[src/rtl/dtse_pkg.sv]
// Package for the dual-tone sequence encoder: register map, fields, types
`default_nettype none
package dtse_pkg;
  // Register byte offsets
  localparam logic [7:0] DTSE_CTRL_ADDR     = 8'h00;
  localparam logic [7:0] DTSE_CMD_ADDR      = 8'h04;
  localparam logic [7:0] DTSE_ONTIME_ADDR   = 8'h08;
  localparam logic [7:0] DTSE_OFFTIME_ADDR  = 8'h0c;
  localparam logic [7:0] DTSE_BURSTS_ADDR   = 8'h10;
  localparam logic [7:0] DTSE_LEVEL_ADDR    = 8'h14;
  localparam logic [7:0] DTSE_SEQLEN_ADDR   = 8'h18;
  localparam logic [7:0] DTSE_STATUS_ADDR   = 8'h1c;
  localparam logic [7:0] DTSE_SEQ_ADDR      = 8'h20;
  localparam logic [7:0] DTSE_FREQ_ADDR     = 8'h40;
  // Control field positions
  localparam int DTSE_MODE_LSB  = 0;
  localparam int DTSE_ROUTE_BIT = 2;
  localparam int DTSE_PREEMP_BIT = 3;
  localparam int DTSE_DCCPL_BIT = 4;
  localparam int DTSE_TWIST_LSB = 8;
  // Command bits
  localparam int DTSE_SEND_BIT = 0;
  localparam int DTSE_STOP_BIT = 1;
  localparam int DTSE_LOAD_BIT = 2;
  // Field widths
  localparam int DTSE_FREQ_W  = 16;
  localparam int DTSE_TIME_W  = 16;
  localparam int DTSE_LEVEL_W = 12;
  localparam int DTSE_TWIST_W = 8;
  localparam int DTSE_SEQ_MAX = 16;
  localparam int DTSE_SYM_W   = 4;
  // Time base: on/off times are in milliseconds
  localparam int DTSE_CLK_HZ  = 100_000_000;
  localparam int DTSE_TICK_MS = 1;
  localparam int DTSE_TICK_CYC = DTSE_CLK_HZ / 1000 * DTSE_TICK_MS;
  // Default tone table in tenths of Hz (rows then columns)
  localparam logic [DTSE_FREQ_W-1:0] DTSE_STD_FREQ [8] = '{
    16'h1b3a, 16'h1e14, 16'h2148, 16'h24c2,
    16'h2f3a, 16'h3430, 16'h39b2, 16'h3fca};
  localparam logic [7:0] DTSE_RESET_LEVEL = 8'h00;
  // Send modes
  typedef enum logic [1:0] {
    DTSE_SINGLE = 2'b00,
    DTSE_BURST  = 2'b01,
    DTSE_CONT   = 2'b10,
    DTSE_STEP   = 2'b11
  } dtse_mode_t;
  // Sequencer states
  typedef enum logic [1:0] {
    DTSE_IDLE = 2'b00,
    DTSE_ON   = 2'b01,
    DTSE_OFF  = 2'b10
  } dtse_state_t;
  // One emitted tone pair with its shaping
  typedef struct packed {
    logic [DTSE_FREQ_W-1:0]  row_freq;
    logic [DTSE_FREQ_W-1:0]  col_freq;
    logic [DTSE_LEVEL_W-1:0] low_level;
    logic [DTSE_LEVEL_W-1:0] high_level;
  } dtse_tone_t;
  localparam int DTSE_TONE_W = $bits(dtse_tone_t);
endpackage : dtse_pkg
`default_nettype wire

[src/rtl/dtse_fifo.sv]
// Small synchronous FIFO with valid/ready on both sides
`default_nettype none
module dtse_fifo
  import dtse_pkg::*;
#(
  parameter int WIDTH = 8,
  parameter int DEPTH = 4
) (
  input  wire logic             mclk,
  input  wire logic             reset_n,
  input  wire logic [WIDTH-1:0] in_data,
  input  wire logic             in_valid,
  output var  logic             in_ready,
  output var  logic [WIDTH-1:0] out_data,
  output var  logic             out_valid,
  input  wire logic             out_ready,
  input  wire logic             flush
);
  localparam int AW = (DEPTH > 1) ? $clog2(DEPTH) : 1;
  initial
  begin
    if (DEPTH < 2 || (DEPTH & (DEPTH - 1)) != 0)
      $error("dtse_fifo: DEPTH must be a power of two >= 2");
  end
  logic [WIDTH-1:0] mem [DEPTH];
  logic [AW:0]      wr_ptr;
  logic [AW:0]      rd_ptr;
  logic             do_wr;
  logic             do_rd;
  assign do_wr     = in_valid && in_ready;
  assign do_rd     = out_valid && out_ready;
  assign in_ready  = (wr_ptr ^ rd_ptr) != {1'b1, {AW{1'b0}}};
  assign out_valid = wr_ptr != rd_ptr;
  assign out_data  = mem[rd_ptr[AW-1:0]];
  // Pointers; flush drops everything queued, used when output stops
  always_ff @(posedge mclk or negedge reset_n)
  begin
    if (!reset_n)
    begin
      wr_ptr <= '0;
      rd_ptr <= '0;
    end
    else if (flush)
    begin
      wr_ptr <= '0;
      rd_ptr <= '0;
    end
    else
    begin
      if (do_wr)
        wr_ptr <= wr_ptr + 1'b1;
      if (do_rd)
        rd_ptr <= rd_ptr + 1'b1;
    end
  end
  // Storage has no reset; only valid entries are ever read
  always_ff @(posedge mclk)
  begin
    if (do_wr)
      mem[wr_ptr[AW-1:0]] <= in_data;
  end
endmodule : dtse_fifo
`default_nettype wire

[src/rtl/dtse_top.sv]
// Dual-tone sequence encoder: Wishbone registers, sequencer, tone shaping, output FIFO
//
// Implementation choices: the Wishbone register port and the address map.
`default_nettype none
module dtse_top
  import dtse_pkg::*;
#(
  parameter int TICK_CYC   = DTSE_TICK_CYC,
  parameter int FIFO_DEPTH = 4
) (
  input  wire logic                   mclk,
  input  wire logic                   reset_n,
  input  wire logic                   wb_cyc_i,
  input  wire logic                   wb_stb_i,
  input  wire logic                   wb_we_i,
  input  wire logic [7:0]             wb_adr_i,
  input  wire logic [3:0]             wb_sel_i,
  input  wire logic [31:0]            wb_dat_i,
  output var  logic [31:0]            wb_dat_o,
  output var  logic                   wb_ack_o,
  output var  logic                   tone_valid,
  input  wire logic                   tone_ready,
  output var  logic [DTSE_TONE_W-1:0] tone_data,
  output var  logic                   tone_output_route,
  output var  logic                   preemp_en,
  output var  logic                   dc_coupling,
  output var  logic                   sending
);
  initial
  begin
    if (TICK_CYC < 1 || TICK_CYC > 2**24)
      $error("dtse_top: TICK_CYC out of range");
  end
  // Configuration registers
  logic [4:0]              ctrl_bits;
  logic [DTSE_TWIST_W-1:0] twist;
  logic [DTSE_TIME_W-1:0]  on_time;
  logic [DTSE_TIME_W-1:0]  off_time;
  logic [15:0]             burst_count;
  logic [DTSE_LEVEL_W-1:0] level;
  logic [4:0]              seq_len;
  logic [DTSE_SYM_W-1:0]   seq_mem [DTSE_SEQ_MAX];
  logic [DTSE_FREQ_W-1:0]  freq_tab [8];
  dtse_mode_t              mode;
  logic                    wr_req;
  logic                    cmd_send;
  logic                    cmd_stop;
  logic                    cmd_load;
  // Sequencer
  dtse_state_t             state;
  logic [3:0]              pos;
  logic [15:0]             bursts_done;
  logic [DTSE_TIME_W-1:0]  ms_left;
  logic [23:0]             tick_cnt;
  logic                    tick;
  logic                    last_sym;
  logic                    push;
  logic                    sym_new;
  logic                    fifo_in_ready;
  dtse_tone_t              next_tone;
  logic [DTSE_TONE_W-1:0]  fifo_out;
  logic                    fifo_out_valid;

  assign mode     = dtse_mode_t'(ctrl_bits[DTSE_MODE_LSB +: 2]);
  assign wr_req   = wb_cyc_i && wb_stb_i && wb_we_i && !wb_ack_o && wb_sel_i[0];
  assign cmd_send = wr_req && wb_adr_i == DTSE_CMD_ADDR && wb_dat_i[DTSE_SEND_BIT];
  assign cmd_stop = wr_req && wb_adr_i == DTSE_CMD_ADDR && wb_dat_i[DTSE_STOP_BIT];
  assign cmd_load = wr_req && wb_adr_i == DTSE_CMD_ADDR && wb_dat_i[DTSE_LOAD_BIT];

  // Bus ack: registered, one wait state, dropped the cycle after
  always_ff @(posedge mclk or negedge reset_n)
  begin
    if (!reset_n)
      wb_ack_o <= 1'b0;
    else
      wb_ack_o <= wb_cyc_i && wb_stb_i && !wb_ack_o;
  end

  // Configuration writes; low byte lane gates every field for simplicity
  always_ff @(posedge mclk or negedge reset_n)
  begin
    if (!reset_n)
    begin
      ctrl_bits   <= '0;
      twist       <= '0;
      on_time     <= '0;
      off_time    <= '0;
      burst_count <= '0;
      level       <= DTSE_LEVEL_W'(DTSE_RESET_LEVEL);
      seq_len     <= '0;
    end
    else if (wr_req)
    begin
      case (wb_adr_i)
        DTSE_CTRL_ADDR:
        begin
          ctrl_bits <= wb_dat_i[4:0];
          twist     <= wb_dat_i[DTSE_TWIST_LSB +: DTSE_TWIST_W];
        end
        DTSE_ONTIME_ADDR:  on_time     <= wb_dat_i[DTSE_TIME_W-1:0];
        DTSE_OFFTIME_ADDR: off_time    <= wb_dat_i[DTSE_TIME_W-1:0];
        DTSE_BURSTS_ADDR:  burst_count <= wb_dat_i[15:0];
        DTSE_LEVEL_ADDR:   level       <= wb_dat_i[DTSE_LEVEL_W-1:0];
        DTSE_SEQLEN_ADDR:  seq_len     <= (wb_dat_i[4:0] > 5'h10) ? 5'h10 : wb_dat_i[4:0];
        default: ;
      endcase
    end
  end

  // Sequence symbols and tone table: one word per entry
  generate
    for (genvar i = 0; i < DTSE_SEQ_MAX; i++)
    begin : g_seq
      always_ff @(posedge mclk or negedge reset_n)
      begin
        if (!reset_n)
          seq_mem[i] <= '0;
        else if (wr_req && wb_adr_i == DTSE_SEQ_ADDR + 8'(4 * i))
          seq_mem[i] <= wb_dat_i[DTSE_SYM_W-1:0];
      end
    end
    for (genvar f = 0; f < 8; f++)
    begin : g_freq
      always_ff @(posedge mclk or negedge reset_n)
      begin
        if (!reset_n)
          freq_tab[f] <= DTSE_STD_FREQ[f];
        else if (cmd_load)
          freq_tab[f] <= DTSE_STD_FREQ[f];
        else if (wr_req && wb_adr_i == DTSE_FREQ_ADDR + 8'(4 * f))
          freq_tab[f] <= wb_dat_i[DTSE_FREQ_W-1:0];
      end
    end
  endgenerate

  // Read mux; unmapped addresses read zero
  always_ff @(posedge mclk or negedge reset_n)
  begin
    if (!reset_n)
      wb_dat_o <= '0;
    else
    begin
      wb_dat_o <= '0;
      if (wb_adr_i >= DTSE_FREQ_ADDR && wb_adr_i < DTSE_FREQ_ADDR + 8'h20)
        wb_dat_o <= 32'(freq_tab[wb_adr_i[4:2]]);
      else if (wb_adr_i >= DTSE_SEQ_ADDR && wb_adr_i < DTSE_FREQ_ADDR)
        wb_dat_o <= 32'(seq_mem[wb_adr_i[5:2]]);
      else
        case (wb_adr_i)
          DTSE_CTRL_ADDR:    wb_dat_o <= {16'h0000, twist, 3'h0, ctrl_bits};
          DTSE_ONTIME_ADDR:  wb_dat_o <= 32'(on_time);
          DTSE_OFFTIME_ADDR: wb_dat_o <= 32'(off_time);
          DTSE_BURSTS_ADDR:  wb_dat_o <= 32'(burst_count);
          DTSE_LEVEL_ADDR:   wb_dat_o <= 32'(level);
          DTSE_SEQLEN_ADDR:  wb_dat_o <= 32'(seq_len);
          DTSE_STATUS_ADDR:  wb_dat_o <= {24'h0, pos, 2'b00, state};
          default:           wb_dat_o <= '0;
        endcase
    end
  end

  // Millisecond tick, restarted at each symbol edge so times are exact
  assign tick = tick_cnt == 24'(TICK_CYC - 1);
  always_ff @(posedge mclk or negedge reset_n)
  begin
    if (!reset_n)
      tick_cnt <= '0;
    else if (state == DTSE_IDLE || tick || (sym_new && !push) || (push && on_time == '0))
      tick_cnt <= '0;
    else
      tick_cnt <= tick_cnt + 1'b1;
  end

  assign last_sym = {1'b0, pos} == seq_len - 5'h01;
  // A symbol is pushed once, at the start of its on time; a full FIFO stalls the sequencer
  assign push = (state == DTSE_ON) && sym_new && fifo_in_ready;

  // Sequencer state machine
  always_ff @(posedge mclk or negedge reset_n)
  begin
    if (!reset_n)
    begin
      state       <= DTSE_IDLE;
      pos         <= '0;
      bursts_done <= '0;
      ms_left     <= '0;
      sym_new     <= 1'b0;
    end
    else if (cmd_stop)
    begin
      state   <= DTSE_IDLE;
      pos     <= '0;
      sym_new <= 1'b0;
    end
    else
    begin
      case (state)
        DTSE_IDLE:
          if (cmd_send && seq_len != 5'h00)
          begin
            state       <= DTSE_ON;
            ms_left     <= on_time;
            sym_new     <= 1'b1;
            bursts_done <= '0;
            if (mode != DTSE_STEP)
              pos <= '0;
          end
        DTSE_ON:
        begin
          if (push)
            sym_new <= 1'b0;
          if ((push || !sym_new) && (on_time == '0 || (tick && ms_left <= 16'h0001)))
          begin
            state   <= DTSE_OFF;
            ms_left <= off_time;
          end
          else if ((push || !sym_new) && tick) // Time runs only once the tone is queued
            ms_left <= ms_left - 1'b1;
        end
        DTSE_OFF:
          if (ms_left == '0 || (tick && ms_left == 16'h0001))
          begin
            pos     <= last_sym ? 4'h0 : pos + 1'b1;
            ms_left <= on_time;
            sym_new <= 1'b1;
            state   <= DTSE_ON;
            if (mode == DTSE_STEP)
              state <= DTSE_IDLE;
            else if (last_sym && mode == DTSE_SINGLE)
              state <= DTSE_IDLE;
            else if (last_sym && mode == DTSE_BURST)
            begin
              bursts_done <= bursts_done + 1'b1;
              if (bursts_done + 16'h0001 >= burst_count)
                state <= DTSE_IDLE;
            end
            // Continuous mode just wraps pos and keeps going
          end
          else if (tick)
            ms_left <= ms_left - 1'b1;
        default: state <= DTSE_IDLE;
      endcase
    end
  end

  // Symbol to keypad row/column, then twist and emphasis split of the peak level
  always_comb
  begin
    logic [3:0]              sym;
    logic [1:0]              row;
    logic [1:0]              col;
    logic signed [9:0]       tilt;
    logic [DTSE_LEVEL_W+7:0] hi_part;
    sym  = seq_mem[pos];
    // Codes: 0-9 digits, a=*, b=#, c-f = A-D
    case (sym)
      4'h1: {row, col} = {2'd0, 2'd0};
      4'h2: {row, col} = {2'd0, 2'd1};
      4'h3: {row, col} = {2'd0, 2'd2};
      4'h4: {row, col} = {2'd1, 2'd0};
      4'h5: {row, col} = {2'd1, 2'd1};
      4'h6: {row, col} = {2'd1, 2'd2};
      4'h7: {row, col} = {2'd2, 2'd0};
      4'h8: {row, col} = {2'd2, 2'd1};
      4'h9: {row, col} = {2'd2, 2'd2};
      4'ha: {row, col} = {2'd3, 2'd0};
      4'h0: {row, col} = {2'd3, 2'd1};
      4'hb: {row, col} = {2'd3, 2'd2};
      default: {row, col} = {2'd0, 2'(sym - 4'hc) + 2'd0} | 4'h3;
    endcase
    if (sym >= 4'hc)
      {row, col} = {2'(sym - 4'hc), 2'd3};
    // Linear tilt approximation: each unit of twist shifts 1/256 of the peak
    tilt = 10'(signed'(twist));
    if (ctrl_bits[DTSE_PREEMP_BIT])
      tilt = tilt + 10'sd32;
    if (tilt > 10'sd127)
      tilt = 10'sd127;
    else if (tilt < -10'sd127)
      tilt = -10'sd127;
    hi_part = 20'(level) * 20'(10'(128 + tilt));
    next_tone.row_freq   = freq_tab[row];
    next_tone.col_freq   = freq_tab[4 + 32'(col)];
    next_tone.high_level = hi_part[DTSE_LEVEL_W+7:8];
    next_tone.low_level  = level - hi_part[DTSE_LEVEL_W+7:8];
  end

  dtse_fifo #(
    .WIDTH (DTSE_TONE_W),
    .DEPTH (FIFO_DEPTH)
  ) u_fifo (
    .mclk      (mclk),
    .reset_n   (reset_n),
    .in_data   (next_tone),
    .in_valid  (push && level != '0),
    .in_ready  (fifo_in_ready),
    .out_data  (fifo_out),
    .out_valid (fifo_out_valid),
    .out_ready (tone_ready && !tone_valid),
    .flush     (cmd_stop)
  );

  // Output registers; stop drops the pending tone at once
  always_ff @(posedge mclk or negedge reset_n)
  begin
    if (!reset_n)
    begin
      tone_valid        <= 1'b0;
      tone_data         <= '0;
      tone_output_route <= 1'b0;
      preemp_en         <= 1'b0;
      dc_coupling       <= 1'b0;
      sending           <= 1'b0;
    end
    else
    begin
      if (cmd_stop)
        tone_valid <= 1'b0;
      else if (tone_ready && !tone_valid && fifo_out_valid)
      begin
        tone_valid <= 1'b1;
        tone_data  <= fifo_out;
      end
      else if (tone_valid && tone_ready)
        tone_valid <= 1'b0;
      tone_output_route <= ctrl_bits[DTSE_ROUTE_BIT];
      preemp_en         <= ctrl_bits[DTSE_PREEMP_BIT];
      dc_coupling       <= ctrl_bits[DTSE_ROUTE_BIT] && ctrl_bits[DTSE_DCCPL_BIT];
      sending           <= state != DTSE_IDLE;
    end
  end
endmodule : dtse_top
`default_nettype wire
[config.mk]
export PLATFORM = sky130hd
export DESIGN_NAME = dtse_top
export DESIGN_NICKNAME = d
export VERILOG_FILES = /design/src/rtl/dtse_pkg.sv /design/src/rtl/dtse_fifo.sv /design/src/rtl/dtse_top.sv
export SDC_FILE = /design/constraint.sdc
export NUM_CORES = 1
export LEC_CHECK = 0
export ABC_AREA = 0
export BUFFER_PORTS_ARGS = -buffer_cell sky130_fd_sc_hd__buf_2
export CAP_MARGIN = 10
export CORE_UTILIZATION = 54
export CTS_CLUSTER_DIAMETER = 40
export DETAILED_ROUTE_END_ITERATION = 8
export PLACE_DENSITY_LB_ADDON = 0.12
export SYNTH_ARGS = -nofsm -noshare
export SYNTH_HDL_FRONTEND = slang
export SYNTH_SLANG_ARGS = --single-unit
[constraint.sdc]
create_clock -name mclk -period 10.79 [get_ports mclk]
set_input_delay 0.5395 -clock mclk [delete_from_list [all_inputs] [get_ports mclk]]
set_output_delay 0.5395 -clock mclk [all_outputs]
set_load 0.02 [all_outputs]
# Word level (Yosys, flattened, before mapping)
# Memories as Yosys holds them, arrays and structs flattened. A register that Yosys moved wholly into a read port is not among the register bits.
# Index checks and enable logic that the tools add are counted.
# classes
n_bitwise,7
n_mul,1
reduce_logical,97
order_cmp,15
mux,84
add_sub_neg,12
eq_ne,56
# op_table
operator,count
16-bit two-way mux,34
16-bit binary-select mux with 3-bit select,3
16-bit one-hot mux with 7 select lines,1
8-bit by 6-bit == test with 1-bit output (second input constant),8
8-bit by 7-bit == test with 1-bit output (second input constant),8
16-bit one-hot mux with 3 select lines,1
1-bit logical AND,44
4-bit two-way mux,9
33-bit by 4-bit >= comparator with 1-bit output (second input constant),1
4-bit NOT with 33-bit output,1
4-bit binary-select mux with 4-bit select,2
8-bit by 5-bit == test with 1-bit output (second input constant),4
16-bit logical NOT,2
16-bit one-hot mux with 2 select lines,1
10-bit two-way mux,3
24-bit by 1-bit adder with 24-bit output (second input constant),1
24-bit by 17-bit == test with 1-bit output (second input constant),1
24-bit two-way mux,1
2-bit nonzero test,12
13-bit by 10-bit multiplier with 20-bit output,1
2-bit one-hot mux with 3 select lines,3
16-bit by 1-bit adder with 16-bit output (second input constant),1
16-bit by 1-bit == test with 1-bit output (second input constant),1
4-bit by 3-bit == test with 1-bit output (second input constant),4
61 further kinds,125
# totals
ram_bits,224
out_inout_bits,94
ff_bits,377
input_bits,50
wordCells,319
memories,1
# memory_table
memory,words,width,rd,rd_clocked_by_memory_dff,write_ports,line_no,source
u_fifo.mem,4,56,1,1,1,dtse_fifo.sv:25,logic [WIDTH-1:0] mem [DEPTH];

# Depth between registers and ports, before layout
# Gate-level depths: netlist of the first run.
# logic_depth
depth_word,13
depth_mapped,38
ltp_nobuf,36

# Cells and area by module
# A second synthesis of the first run with hierarchy kept.
# hier_totals
hier_cells,2957
hier_area_um2,34277.9
# by_module_without_submodules
mod,n_inst,area_each_um2,cells_per_inst
dtse_top,1,25665.9,2600
dtse_fifo,1,8612.0,357

# Worst setup path after synthesis of the first run
# OpenSTA, ideal clock, no wires.
# synth_path
path_kind,reg2reg
startpoint,reg ctrl_bits[3]
endpoint,"mem u_fifo.mem[0][23] (netlist name), data pin"
arrival_ps,8321
period_less_slack_ps,8598
n_path_buf,3
path_slack_ps,2192
stages_incl_launch_ff,36
required_ps,10512
path_cell_list,dfrtp_1 clkbuf_1 nor3_1 a31oi_1 o31ai_1 ha_1 a31oi_1 clkbuf_1 ha_1 buf_1 nand2b_1 fa_1 fa_1 inv_1 fa_1 fa_1 inv_1 fa_1 inv_1 ha_1 a21oi_1 o21ai_0 a41oi_1 inv_1 a21oi_1 xnor2_1 inv_1 ha_1 o21ai_0 a21oi_1 inv_1 maj3_1 a221oi_1 o221a_2 a311o_1 xnor3_1
# synth_rtl
item,line_no,source
start: declaration,dtse_top.sv:35,logic [4:0] ctrl_bits;
start signal: assignment,dtse_top.sv:97,ctrl_bits <= wb_dat_i[4:0];
end: declaration,dtse_fifo.sv:25,

==> results of run 1 <==
-- Yosys cell counts (16+ instances only) --
| cell | instances |
|---|---|
| nand2_1 | 515 |
| dfrtp_1 | 362 |
| edfxtp_1 | 224 |
| mux2_2 | 189 |
| inv_1 | 163 |
| a21oi_1 | 154 |
| clkbuf_1 | 145 |
| nor2_1 | 129 |
| mux4_2 | 117 |
| ha_1 | 95 |
| nand3_1 | 88 |
| fa_1 | 79 |
| o21ai_0 | 74 |
| mux2i_1 | 56 |
| dfstp_2 | 55 |
| xnor2_1 | 53 |
| and2_1 | 47 |
| xor2_1 | 31 |
| a22oi_1 | 30 |
| nor2b_1 | 29 |
| nand2b_1 | 22 |
| buf_1 | 21 |
| a211oi_1 | 18 |
| nor4_1 | 17 |
| buf_4 | 16 |
-- power breakdown --
part | leakage, nW | internal, mW | switching [mW]
Combinational | 7.35 | 0.622 | 0.844
Clock | 1.60 | 1.98 | 1.20
Sequential | 7.27 | 2.72 | 0.167
-- how the worst min path moves through the flow --
stage | start | endpoint | slack [ns] | depth (start not counted)
2_1_floorplan | reset_n | burst_count[0] | 0.24 | 0
3_3_place_gp | wb_ack_o | wb_ack_o | 0.42 | 1
3_5_place_dp | wb_ack_o | wb_ack_o | 0.43 | 1
4_1_cts | reset_n | tone_data[11] | 0.01 | 1
5_1_grt | reset_n | tone_data[17] | 0.07 | 1
6_report | reset_n | tone_data[17] | 0.01 | 1
-- cells in the final DEF (no fill, tap or decap), drive strengths merged, types with 6 or more instances in the layout --
master | Yosys | layout
xnor2 | 53 | 53
fa | 79 | 79
mux2 | 189 | 189
mux4 | 117 | 117
o22ai | 8 | 8
nand3 | 88 | 88
and3 | 13 | 13
nor2 | 129 | 129
nor3 | 12 | 12
nand4 | 14 | 14
nand2 | 515 | 515
dfstp | 55 | 55
mux2i | 56 | 56
or3 | 13 | 13
a21oi | 154 | 154
nor2b | 29 | 29
o221ai | 6 | 6
bufinv | 0 | 10
a22oi | 30 | 30
a21o | 9 | 9
conb | 1 | 16
and2 | 49 | 49
nor4 | 17 | 17
a221oi | 6 | 6
inv | 163 | 184
clkinvlp | 0 | 12
buf | 44 | 148
edfxtp | 224 | 224
a31oi | 8 | 8
clkinv | 1 | 22
xor2 | 31 | 31
a211oi | 18 | 18
clkbuf | 145 | 118
ha | 95 | 95
o21ai | 75 | 75
dfrtp | 362 | 362
nand2b | 22 | 22
-- stage by stage --
step | util [%] | setup WS, ns
2_1_floorplan | - | 2.19
3_3_place_gp | 56.7 | 1.70
3_5_place_dp | 56.7 | 1.58
4_1_cts | 62.2 | 1.54
5_1_grt | 62.2 | 0.958
6_report | 62.2 | 1.50
-- sequential cells by signal (all words and copies together) (netlist names), 5 cells and up --
register / count
u_fifo.mem: 224
freq_tab: 128
seq_mem: 64
tone_data: 56
tick_cnt: 24
burst_count: 16
bursts_done: 16
ms_left: 16
off_time: 16
on_time: 16
wb_dat_o: 16
level: 12
twist: 8
ctrl_bits: 5
seq_len: 5
-- cell type report --
| class | count | area share, % |
|---|---|---|
| clock inverters | 64 | 2.03 |
| inverters | 164 | 1.60 |
| flip-flops and latches | 641 | 44.9 |
| well taps | 837 | 2.73 |
| clock buffers | 118 | 6.72 |
| multi-input cells | 1922 | 39.8 |
| repair buffers | 148 | 2.22 |
-- metal layers --
layer | global-route usage, % | up-vias | part of all wire [%]
li1 | - | 10300 | -
met2 | 44.3 | 795 | 48
met5 | 0 | - | 0
met3 | 4.39 | 171 | 6.1
met4 | 11.2 | 0 | 3.6
met1 | 37.4 | 11700 | 43
-- cell families after synthesis --
kind of cell	Yosys count	synth area share [%]
other cells	1	0.0111
buf+inv	353	4.14
fa+ha+maj	178	8.32
compound gates	362	6.56
xor+xnor	85	2.24
flops	641	51.0
mux	362	15.8
simple gates	919	12.0
==> summary.md, run 1 <==
| Metric | Value |
|---|---|
| DR vias/cell | 5.90 |
| FILL cells | 4912 |
| Bufs and invs on worst path | 8 |
| Slew HR | approximately 20% |
| Port bufs | 108 |
| R2R cell count | 34 |
| Fin nets | approximately 3200 |
| Initial DRC Count | ~1800 |
| Most used cell, CP | inv_1 |
| Global-route wire length before repair | approximately 130000 um |
| Die Y | 252 um |
| CTS tree | yes |
| Status | finished, final reports clean |
| Post-route setup TNS | 0 ns |
| Synth top area share | 26.8% |
| Unique masters post-synth | slightly above 70 |
| Htree depth | 3 |
| DRC viols | 0 |
| Register Area | 17200 um2 |
| Layout cells sized above 1 | 22.7% |
| Multi-input logic area | about 15000 um2 |
| Total power | 7.53 mW |
| Hold_buf cts | 0 |
| Worst path max stage delay | around 0.54 ns |
| Clock-pin slew on the worst setup and hold paths | approximately 0.05 ns |
| CP Class | register to register |
| Clock Skew | 0.0481 ns |
| Total CTS buffers | 97 |
| Clock Path Buffers | 3 |
| Row Count | 91 |
| Pwr per Cell Area | 196 nW/um2 |
| Pin count of the biggest net entering global routing | 110 |
| Non-filler cells in the finished layout | 3894 |
| Routed len/inst | between 20 and 25 um |
| Vias in the first global route | 23500 |
| # setup viols final | 0 |
| FF-to-FF Start | twist[5] |
| Mapped Cells | 2901 |
| Fin. max-slew vios | 0 |
| Clock sink count | roughly 640 |
| Final Instance Area | roughly 38000 um2 |
| Max FO, Critical Path | 13 |
| Final antenna-violating net count | 0 |
| EDFF count, synth | between 200 and 250 |
| P&R area growth vs syn | 13.6% |
| GP Congestion | 0.888 |
| Peak VDD IR | approximately 0.00015 V |
| Mean Syn Cell Area | 11.6 um2 |
| Core Area | between 60000 and 70000 um2 |
| DP HPWL | roughly 57000 um |
| Die area | approximately 64000 um2 |
| Post-CTS Setup Inserts | 0 |
| R2R Setup Slk | around 1.5 ns |
| Critical Path End Type | register |
| CP max stage cell | fa_1 |
| First-pass DRT Iterations | 5 |
| HP Class | input port to async pin |
| CP Launch Point | twist[5] |
| Initial antenna violation count | 1 |
| Synth area leaders | dfrtp_1 27%, edfxtp_1 20%, mux4_2 7.8% |
| Root Driver | clkbuf_16 |
| Top FF cell, synth | dfrtp_1 |
| Startpoint types | register |
| YS warnings | 0 |
| RSZ-0062 raised after global routing | false |
| Final hold vios | 0 |
| Post-CTS sizing | 0 |
| Final period util | 86.1% |
| Critical Path RT | roughly 11 ns |
| R2r endpoint | u_fifo.mem[3][23] |
| Hold WS | approximately 0.011 ns |
| Sequential area share after synthesis | around half |
| Family with the most delay on the worst path | adder cells |
| Peak Freq | ~0.11 GHz |
| Clock latency on the worst-skew pair | ~0.65 ns |
| Placed Cells | 3712 |
| Max Cap Viol | 0 |
| Routed wire length | 85200 um |
| Via count | 23000 |
| Synth Register Bits | 641 |
| FFs w/ async S/R, synth | roughly two thirds |
| Syn Std Cell Area | about 34000 um2 |
| GRT Overall Usage | a little over a quarter |
| Initial core utilization | 54.7% |
| I/O pin total | approximately 140 |
| Minimum clock period | 9.29 ns |
| GRT overflow | 0 |
| Critical path depth | 34 |
| Critical Path AT | 9.64 ns |
| Worst Tran Pin Value | 1.20 ns |
| # diodes | 0 |
| Yosys top cell by area | dfrtp_1 |
| Chip Width | 252 um |
| Worst setup path end | u_fifo.mem[3][23] |
| Leakage | 16.2 nW |
| Area after DPL | between 30000 and 40000 um2 |
Note: power is estimated with default switching activity, not from simulation.
==> run 2, diff against run 1 <==
SYNTH_HIERARCHICAL = 1   (was unset)
==> summary.md, run 2 <==
| Metric | Value |
|---|---|
| Max Cap Viol | 0 |
| Worst path max stage delay | roughly 0.55 ns |
| Synth top area share | a little over a quarter |
| Via count | about 24000 |
| Yosys top cell by area | dfrtp_1 |
| Mapped Cells | approximately 3000 |
| HP Class | input port to register |
| Synth Register Bits | about 640 |
| RSZ-0062 raised after global routing | false |
| Synth top cells by count | 498 x nand2_1, 362 x dfrtp_1, 224 x edfxtp_1, 176 x mux2_2, 159 x inv_1 |
| Final Core Density | 62.6% |
| EDFF count, synth | 224 |
| Layout cells sized above 1 | between 20% and 30% |
| Family with the most delay on the worst path | adder cells |
| Final antenna-violating net count | 0 |
| Routed wire length | approximately 87000 um |
| Status | finished, final reports clean |
| P_int | 5.35 mW |
| Final hold vios | 0 |
| Global-route wire length before repair | roughly 140000 um |
| Commonest cells after routing, fill and taps aside | 498 x nand2_1, 360 x dfrtp_1, 224 x edfxtp_1 |
| P&R area growth vs syn | 13.5% |
| Fin. max-slew vios | 0 |
| CP Class | register to register |
| Post-CTS Setup Inserts | 0 |
| GP Congestion | between 0.8 and 0.9 |
| Peak Freq | between 0.1 and 0.15 GHz |
| Max FO, Critical Path | 13 |
| Synth area leaders | dfrtp_1 26%, edfxtp_1 20%, mux4_2 7.6% |
| Syn Std Cell Area | ~34000 um2 |
| Leakage | 16.7 nW |
| Critical Path AT | 10.18 ns |
| Commonest non-fill, non-tap cell in the layout | nand2_1 |
| Most used cell, CP | fa_1 |
| Root Driver | clkbuf_16 |
| YS warnings | 6 |
| Hold_buf cts | 1 |
| Initial DRC Count | between 1500 and 2000 |
| Htree depth | 3 |
| Clock latency on the worst-skew pair | 0.67 ns |
| Minimum clock period | about 9.8 ns |
| FFs w/ async S/R, synth | 65.1% |
| Clock Skew | between 0.06 and 0.07 ns |
| GRT overflow | 0 |
| Clk pwr share | 42.9% |
| CP max stage cell | dfrtp_1 |
| GRT Overall Usage | 27.7% |
| Number of flip-flops in the largest register | roughly 220 |
| DR vias/cell | about 6 |
| Port bufs | approximately 110 |
| Critical Path End Type | register |
| DP HPWL | 57300 um |
| Clock-pin slew on the worst setup and hold paths | roughly 0.05 ns |
| Routed len/inst | about 22 um |
| Fin nets | between 3000 and 4000 |
| Peak VDD IR | ~0.00013 V |
| Worst Tran Pin Value | around 1.3 ns |
| Slew HR | about 15% |
| Die area | 64500 um2 |
| Clock sink count | approximately 640 |
| Initial core utilization | about 55% |
| Clock Path Buffers | 3 |
| CTS tree | yes |
| Bufs and invs on worst path | 5 |
| Initial antenna violation count | 5 |
| Pin count of the biggest net entering global routing | 149 |
| Seq pwr share | 37.7% |
| Post-CTS sizing | 0 |
| Register Area | 17200 um2 |
| Unique masters post-synth | 87 |
| First-pass DRT Iterations | 6 |
| Switching pwr | 2.26 mW |
| Startpoint types | register |
| Total CTS buffers | 94 |
| Pwr per Cell Area | between 150 and 200 nW/um2 |
| Vias in the first global route | 24200 |
| FILL cells | around 4800 |
| R2R Setup Slk | 0.96 ns |
| Post-route setup TNS | 0 ns |
| Mean Syn Cell Area | roughly 12 um2 |
| Top FF cell, synth | dfrtp_1 |
| Sequential area share after synthesis | 50.3% |
| Die Y | 254 um |
| # setup viols final | 0 |
| Critical Path RT | between 10 and 15 ns |
| Multi-input logic area | approximately 16000 um2 |
| DRC viols | 0 |
| Chip Width | about 250 um |
| Row Count | 91 |
| Final period util | between 90% and 100% |
| Count leader, synth | nand2_1 |
| I/O pin total | approximately 140 |
| Sw Share | approximately 30% |
| Core Area | just over 60000 um2 |
| Logic pwr share | about a fifth |
==> run 2: changes by cell type after synthesis, sizes merged, moves of 9 or more <==
| cell | previous run | this run |
|---|---|---|
| nor2b | 29 | 38 |
| nor2 | 129 | 120 |
| a21o | 9 | 20 |
| nand2 | 515 | 499 |
| o21ai | 75 | 87 |
| and3 | 13 | 23 |
| nand2b | 22 | 31 |
| nand3 | 88 | 121 |
| a21oi | 154 | 144 |
==> run 2: worst register-to-register path: cells and delay by family (launching register included) <==
| kind | cells | cell delay (ns) |
|---|---|---|
| compound gates | 10 | 1.84 |
| buf+inv | 5 | 0.43 |
| fa+ha+maj | 11 | 4.63 |
| simple gates | 6 | 1.33 |
| flops | 1 | 0.55 |
| xor+xnor | 2 | 0.77 |
==> run 2: final cells by class <==
cell class              count  area share (%)
diodes                      4          0.0257
flip-flops and latches    641            44.3
inverters                 162            1.56
clock inverters            65            2.43
well taps                 837            2.69
repair buffers            147            2.21
clock buffers             112            6.45
multi-input cells        1976            40.3
==> run 2: worst paths after layout <==
kind / cells past startpoint / end / from
setup / recovery: 34 / u_fifo/mem[0][23] / ctrl_bits[3]
hold / removal: 3 / wb_ack_o / wb_stb_i
setup reg to reg: 34 / u_fifo/mem[0][23] / ctrl_bits[3]
hold reg to reg: 1 / wb_ack_o / wb_ack_o
max in group asynchronous: 4 / seq_mem[26] / reset_n
min in group asynchronous: 2 / wb_dat_o[12] / reset_n
==> run 2: kinds of logic (layout without fill, tap and decap cells) <==
group,count (synthesis),after routing,synth area share (%)
multiplexers,355,355,15.3
buffers and inverters,355,486,4.28
flip-flops,641,641,50.3
AND/OR/NAND/NOR,971,971,12.9
AO/OA/AOI/OAI,376,376,6.94
XOR/XNOR,80,80,2.11
other,1,20,0.0109
adder cells (fa/ha/maj),178,178,8.21
==> run 2: routing by layer <==
layer	up-vias	part of all wire [%]	track usage (%)
met3	162	7.1	5.12
met2	844	47	44.2
met4	2	3.3	11.3
met1	12000	42	37.5
li1	10600	-	-
met5	-	0.0092	0
==> run 2: power by group through the flow <==
stage               Combinational [mW]  Clock [mW]  Sequential (mW)
detailed placement                1.48           0             2.91
floorplan                        0.984           0             3.00
global placement                  1.44           0             2.90
finish                            1.48        3.26             2.87
global route                      1.61        3.41             2.89
CTS                               1.49        3.31             2.87
==> run 2: per-stage QoR <==
step           power (mW)  setup WS [ns]  instance area (um2)  hold WS (ns)  cells
3_5_place_dp         4.39           1.04                35400         0.439   3762
4_1_cts              7.67          0.984                38900        0.0826   3940
3_3_place_gp         4.34           1.22                35400         0.426   3762
5_1_grt              7.92          0.439                38900         0.156   3942
6_report             7.61          0.956                38900         0.110   3944
2_1_floorplan        3.98           1.61                34300         0.244   2972
==> run 3, diff against run 2 <==
CORE_MARGIN = 2   (was unset)
==> summary.md, run 3 (synthesis gave the netlist of run 2 again) <==
| Metric | Value |
|---|---|
| CP Launch Point | ctrl_bits[3] |
| Clock Path Buffers | 3 |
| Slew HR | 12.3% |
| Clock-pin slew on the worst setup and hold paths | roughly 0.05 ns |
| Pin count of the biggest net entering global routing | between 150 and 200 |
| Critical Path End Type | register |
| DR vias/cell | ~6.0 |
| Startpoint types | register |
| Fin. max-slew vios | 0 |
| Worst path max stage delay | ~0.56 ns |
| Layout cells sized above 1 | 22.4% |
| CP max stage cell | dfrtp_1 |
| Number of flip-flops in the largest register | about 220 |
| Commonest cells after routing, fill and taps aside | 498 x nand2_1, 360 x dfrtp_1, 224 x edfxtp_1 |
| Sw Share | between 20% and 30% |
| Status | finished, final reports clean |
| Final antenna-violating net count | 0 |
| Initial antenna violation count | 6 |
| Htree depth | 3 |
| Die Y | between 200 and 300 um |
| DRC viols | 0 |
| Critical Path RT | around 11 ns |
| Register Area | 17200 um2 |
| FILL cells | roughly 5000 |
| Initial core utilization | a little over half |
| Post-route setup TNS | 0 ns |
| FF-to-FF Start | ctrl_bits[3] |
| Root Driver | clkbuf_16 |
| Commonest non-fill, non-tap cell in the layout | nand2_1 |
| Global-route wire length before repair | between 100000 and 150000 um |
| Via count | roughly 24000 |
| Max FO, Critical Path | 13 |
| Hold path startpoint | wb_stb_i |
| Minimum clock period | just under 10 ns |
| Row Count | 92 |
| Critical Path AT | 10.27 ns |
| Leakage | 16.7 nW |
| Final period util | just over 90% |
| Core Area | 63000 um2 |
| Die area | between 60000 and 70000 um2 |
| Final hold vios | 0 |
| Total CTS buffers | 99 |
| Fin nets | between 3000 and 4000 |
| HP Class | input port to register |
| Pwr per Cell Area | ~200 nW/um2 |
| Clock latency on the worst-skew pair | around 0.65 ns |
| Vias in the first global route | between 20000 and 25000 |
| Most used cell, CP | fa_1 |
| CTS tree | yes |
| CP Class | register to register |
| Chip Width | approximately 260 um |
| GP Congestion | ~0.9 |
| Initial DRC Count | approximately 1900 |
| Max Cap Viol | 0 |
| Multi-input logic area | approximately 16000 um2 |
| First-pass DRT Iterations | 5 |
| Port bufs | 108 |
| Peak VDD IR | 0.000157 V |
| Switching pwr | 2.23 mW |
| Routed wire length | 87800 um |
| Seq pwr share | a little under two fifths |
| RSZ-0062 raised after global routing | false |
| P_int | around 5.4 mW |
| GRT overflow | 0 |
| Peak Freq | approximately 0.10 GHz |
| P&R area growth vs syn | 13.7% |
| I/O pin total | about 140 |
| Clock Skew | between 0.02 and 0.025 ns |
| GRT Overall Usage | between 20% and 30% |
| Worst Tran Pin Value | 1.31 ns |
| Logic pwr share | between 10% and 20% |
| # setup viols final | 0 |
| DP HPWL | about 57000 um |
| Hold WS | between 0.1 and 0.15 ns |
| Routed len/inst | roughly 22 um |
| Clk pwr share | roughly 43% |
| Clock sink count | ~640 |
-- run 3: changes by cell type in the layout (fill, tap and decap cells not counted), moves of 3 or more --
cell        previous run  this run
inv_8                  5         1
diode_2                4         1
clkinv_16              6         1
clkbuf_16             94       103
clkinv_2              15        10
clkinv_4               7        13
buf_4                 38        34
clkinvlp_4             6        15
-- run 3: final cells by class --
class | instances | area share, %
Antenna cell | 1 | 0.00642
Inverter | 162 | 1.56
Tap cell | 846 | 2.72
Sequential cell | 641 | 44.2
Multi-Input combinational cell | 1976 | 40.3
Timing Repair Buffer | 144 | 2.18
Clock buffer | 121 | 6.97
Clock inverter | 67 | 2.04
-- run 3: worst max-delay path, delay by kind of cell (launching register included) --
kind,cells,cell delay [ns]
simple gates,6,1.27
compound gates,10,1.88
xor+xnor,2,0.84
buf+inv,5,0.43
fa+ha+maj,11,4.64
flops,1,0.56
-- run 3: metal layers --
| layer | vias up | wire length, um | GRT usage (%) |
|---|---|---|---|
| li1 | 10600 | - | - |
| met1 | 12000 | 37100 | 36.7 |
| met2 | 862 | 42500 | 45.0 |
| met3 | 179 | 5450 | 4.24 |
| met4 | 4 | 2710 | 8.76 |
| met5 | - | 20 | 0 |
-- run 3: power by group through the flow --
stage	logic [mW]	clock network, mW	registers, mW
CTS	1.47	3.36	2.89
global route	1.59	3.46	2.91
finish	1.45	3.30	2.88
global placement	1.42	0	2.92
floorplan	0.984	0	3.00
detailed placement	1.46	0	2.93
-- run 3: final timing paths --
check | end | slack, ns | cells past startpoint
max in group asynchronous | seq_mem[16] | 8.75 | 3
setup / recovery | u_fifo/mem[2][23] | 0.89 | 34
min in group asynchronous | tone_data[9] | 0.50 | 2
hold reg to reg | wb_ack_o | 0.44 | 1
hold / removal | wb_ack_o | 0.11 | 3
setup reg to reg | u_fifo/mem[2][23] | 0.89 | 34
-- run 3: repair_timing --
| item | CTS | global route |
|---|---|---|
| setup buffers | 0 | 0 |
| resized for setup | 0 | 0 |
| hold endpoints to repair | 70 | 0 |
| hold buffers | 1 | 0 |
| endpoints found under the setup margin | 0 | 0 |
-- run 3: through the flow --
step | power [mW] | instance area (um2) | utilization (%) | cells | worst slack (ns)
global route | 7.96 | 39000 | 61.9 | 3957 | 0.253
CTS | 7.71 | 39000 | 61.9 | 3957 | 0.938
floorplan | 3.98 | 34300 | - | 2972 | 1.61
finish | 7.64 | 39000 | 61.9 | 3958 | 0.889
global placement | 4.34 | 35400 | 56.3 | 3768 | 1.21
detailed placement | 4.39 | 35400 | 56.3 | 3768 | 0.957
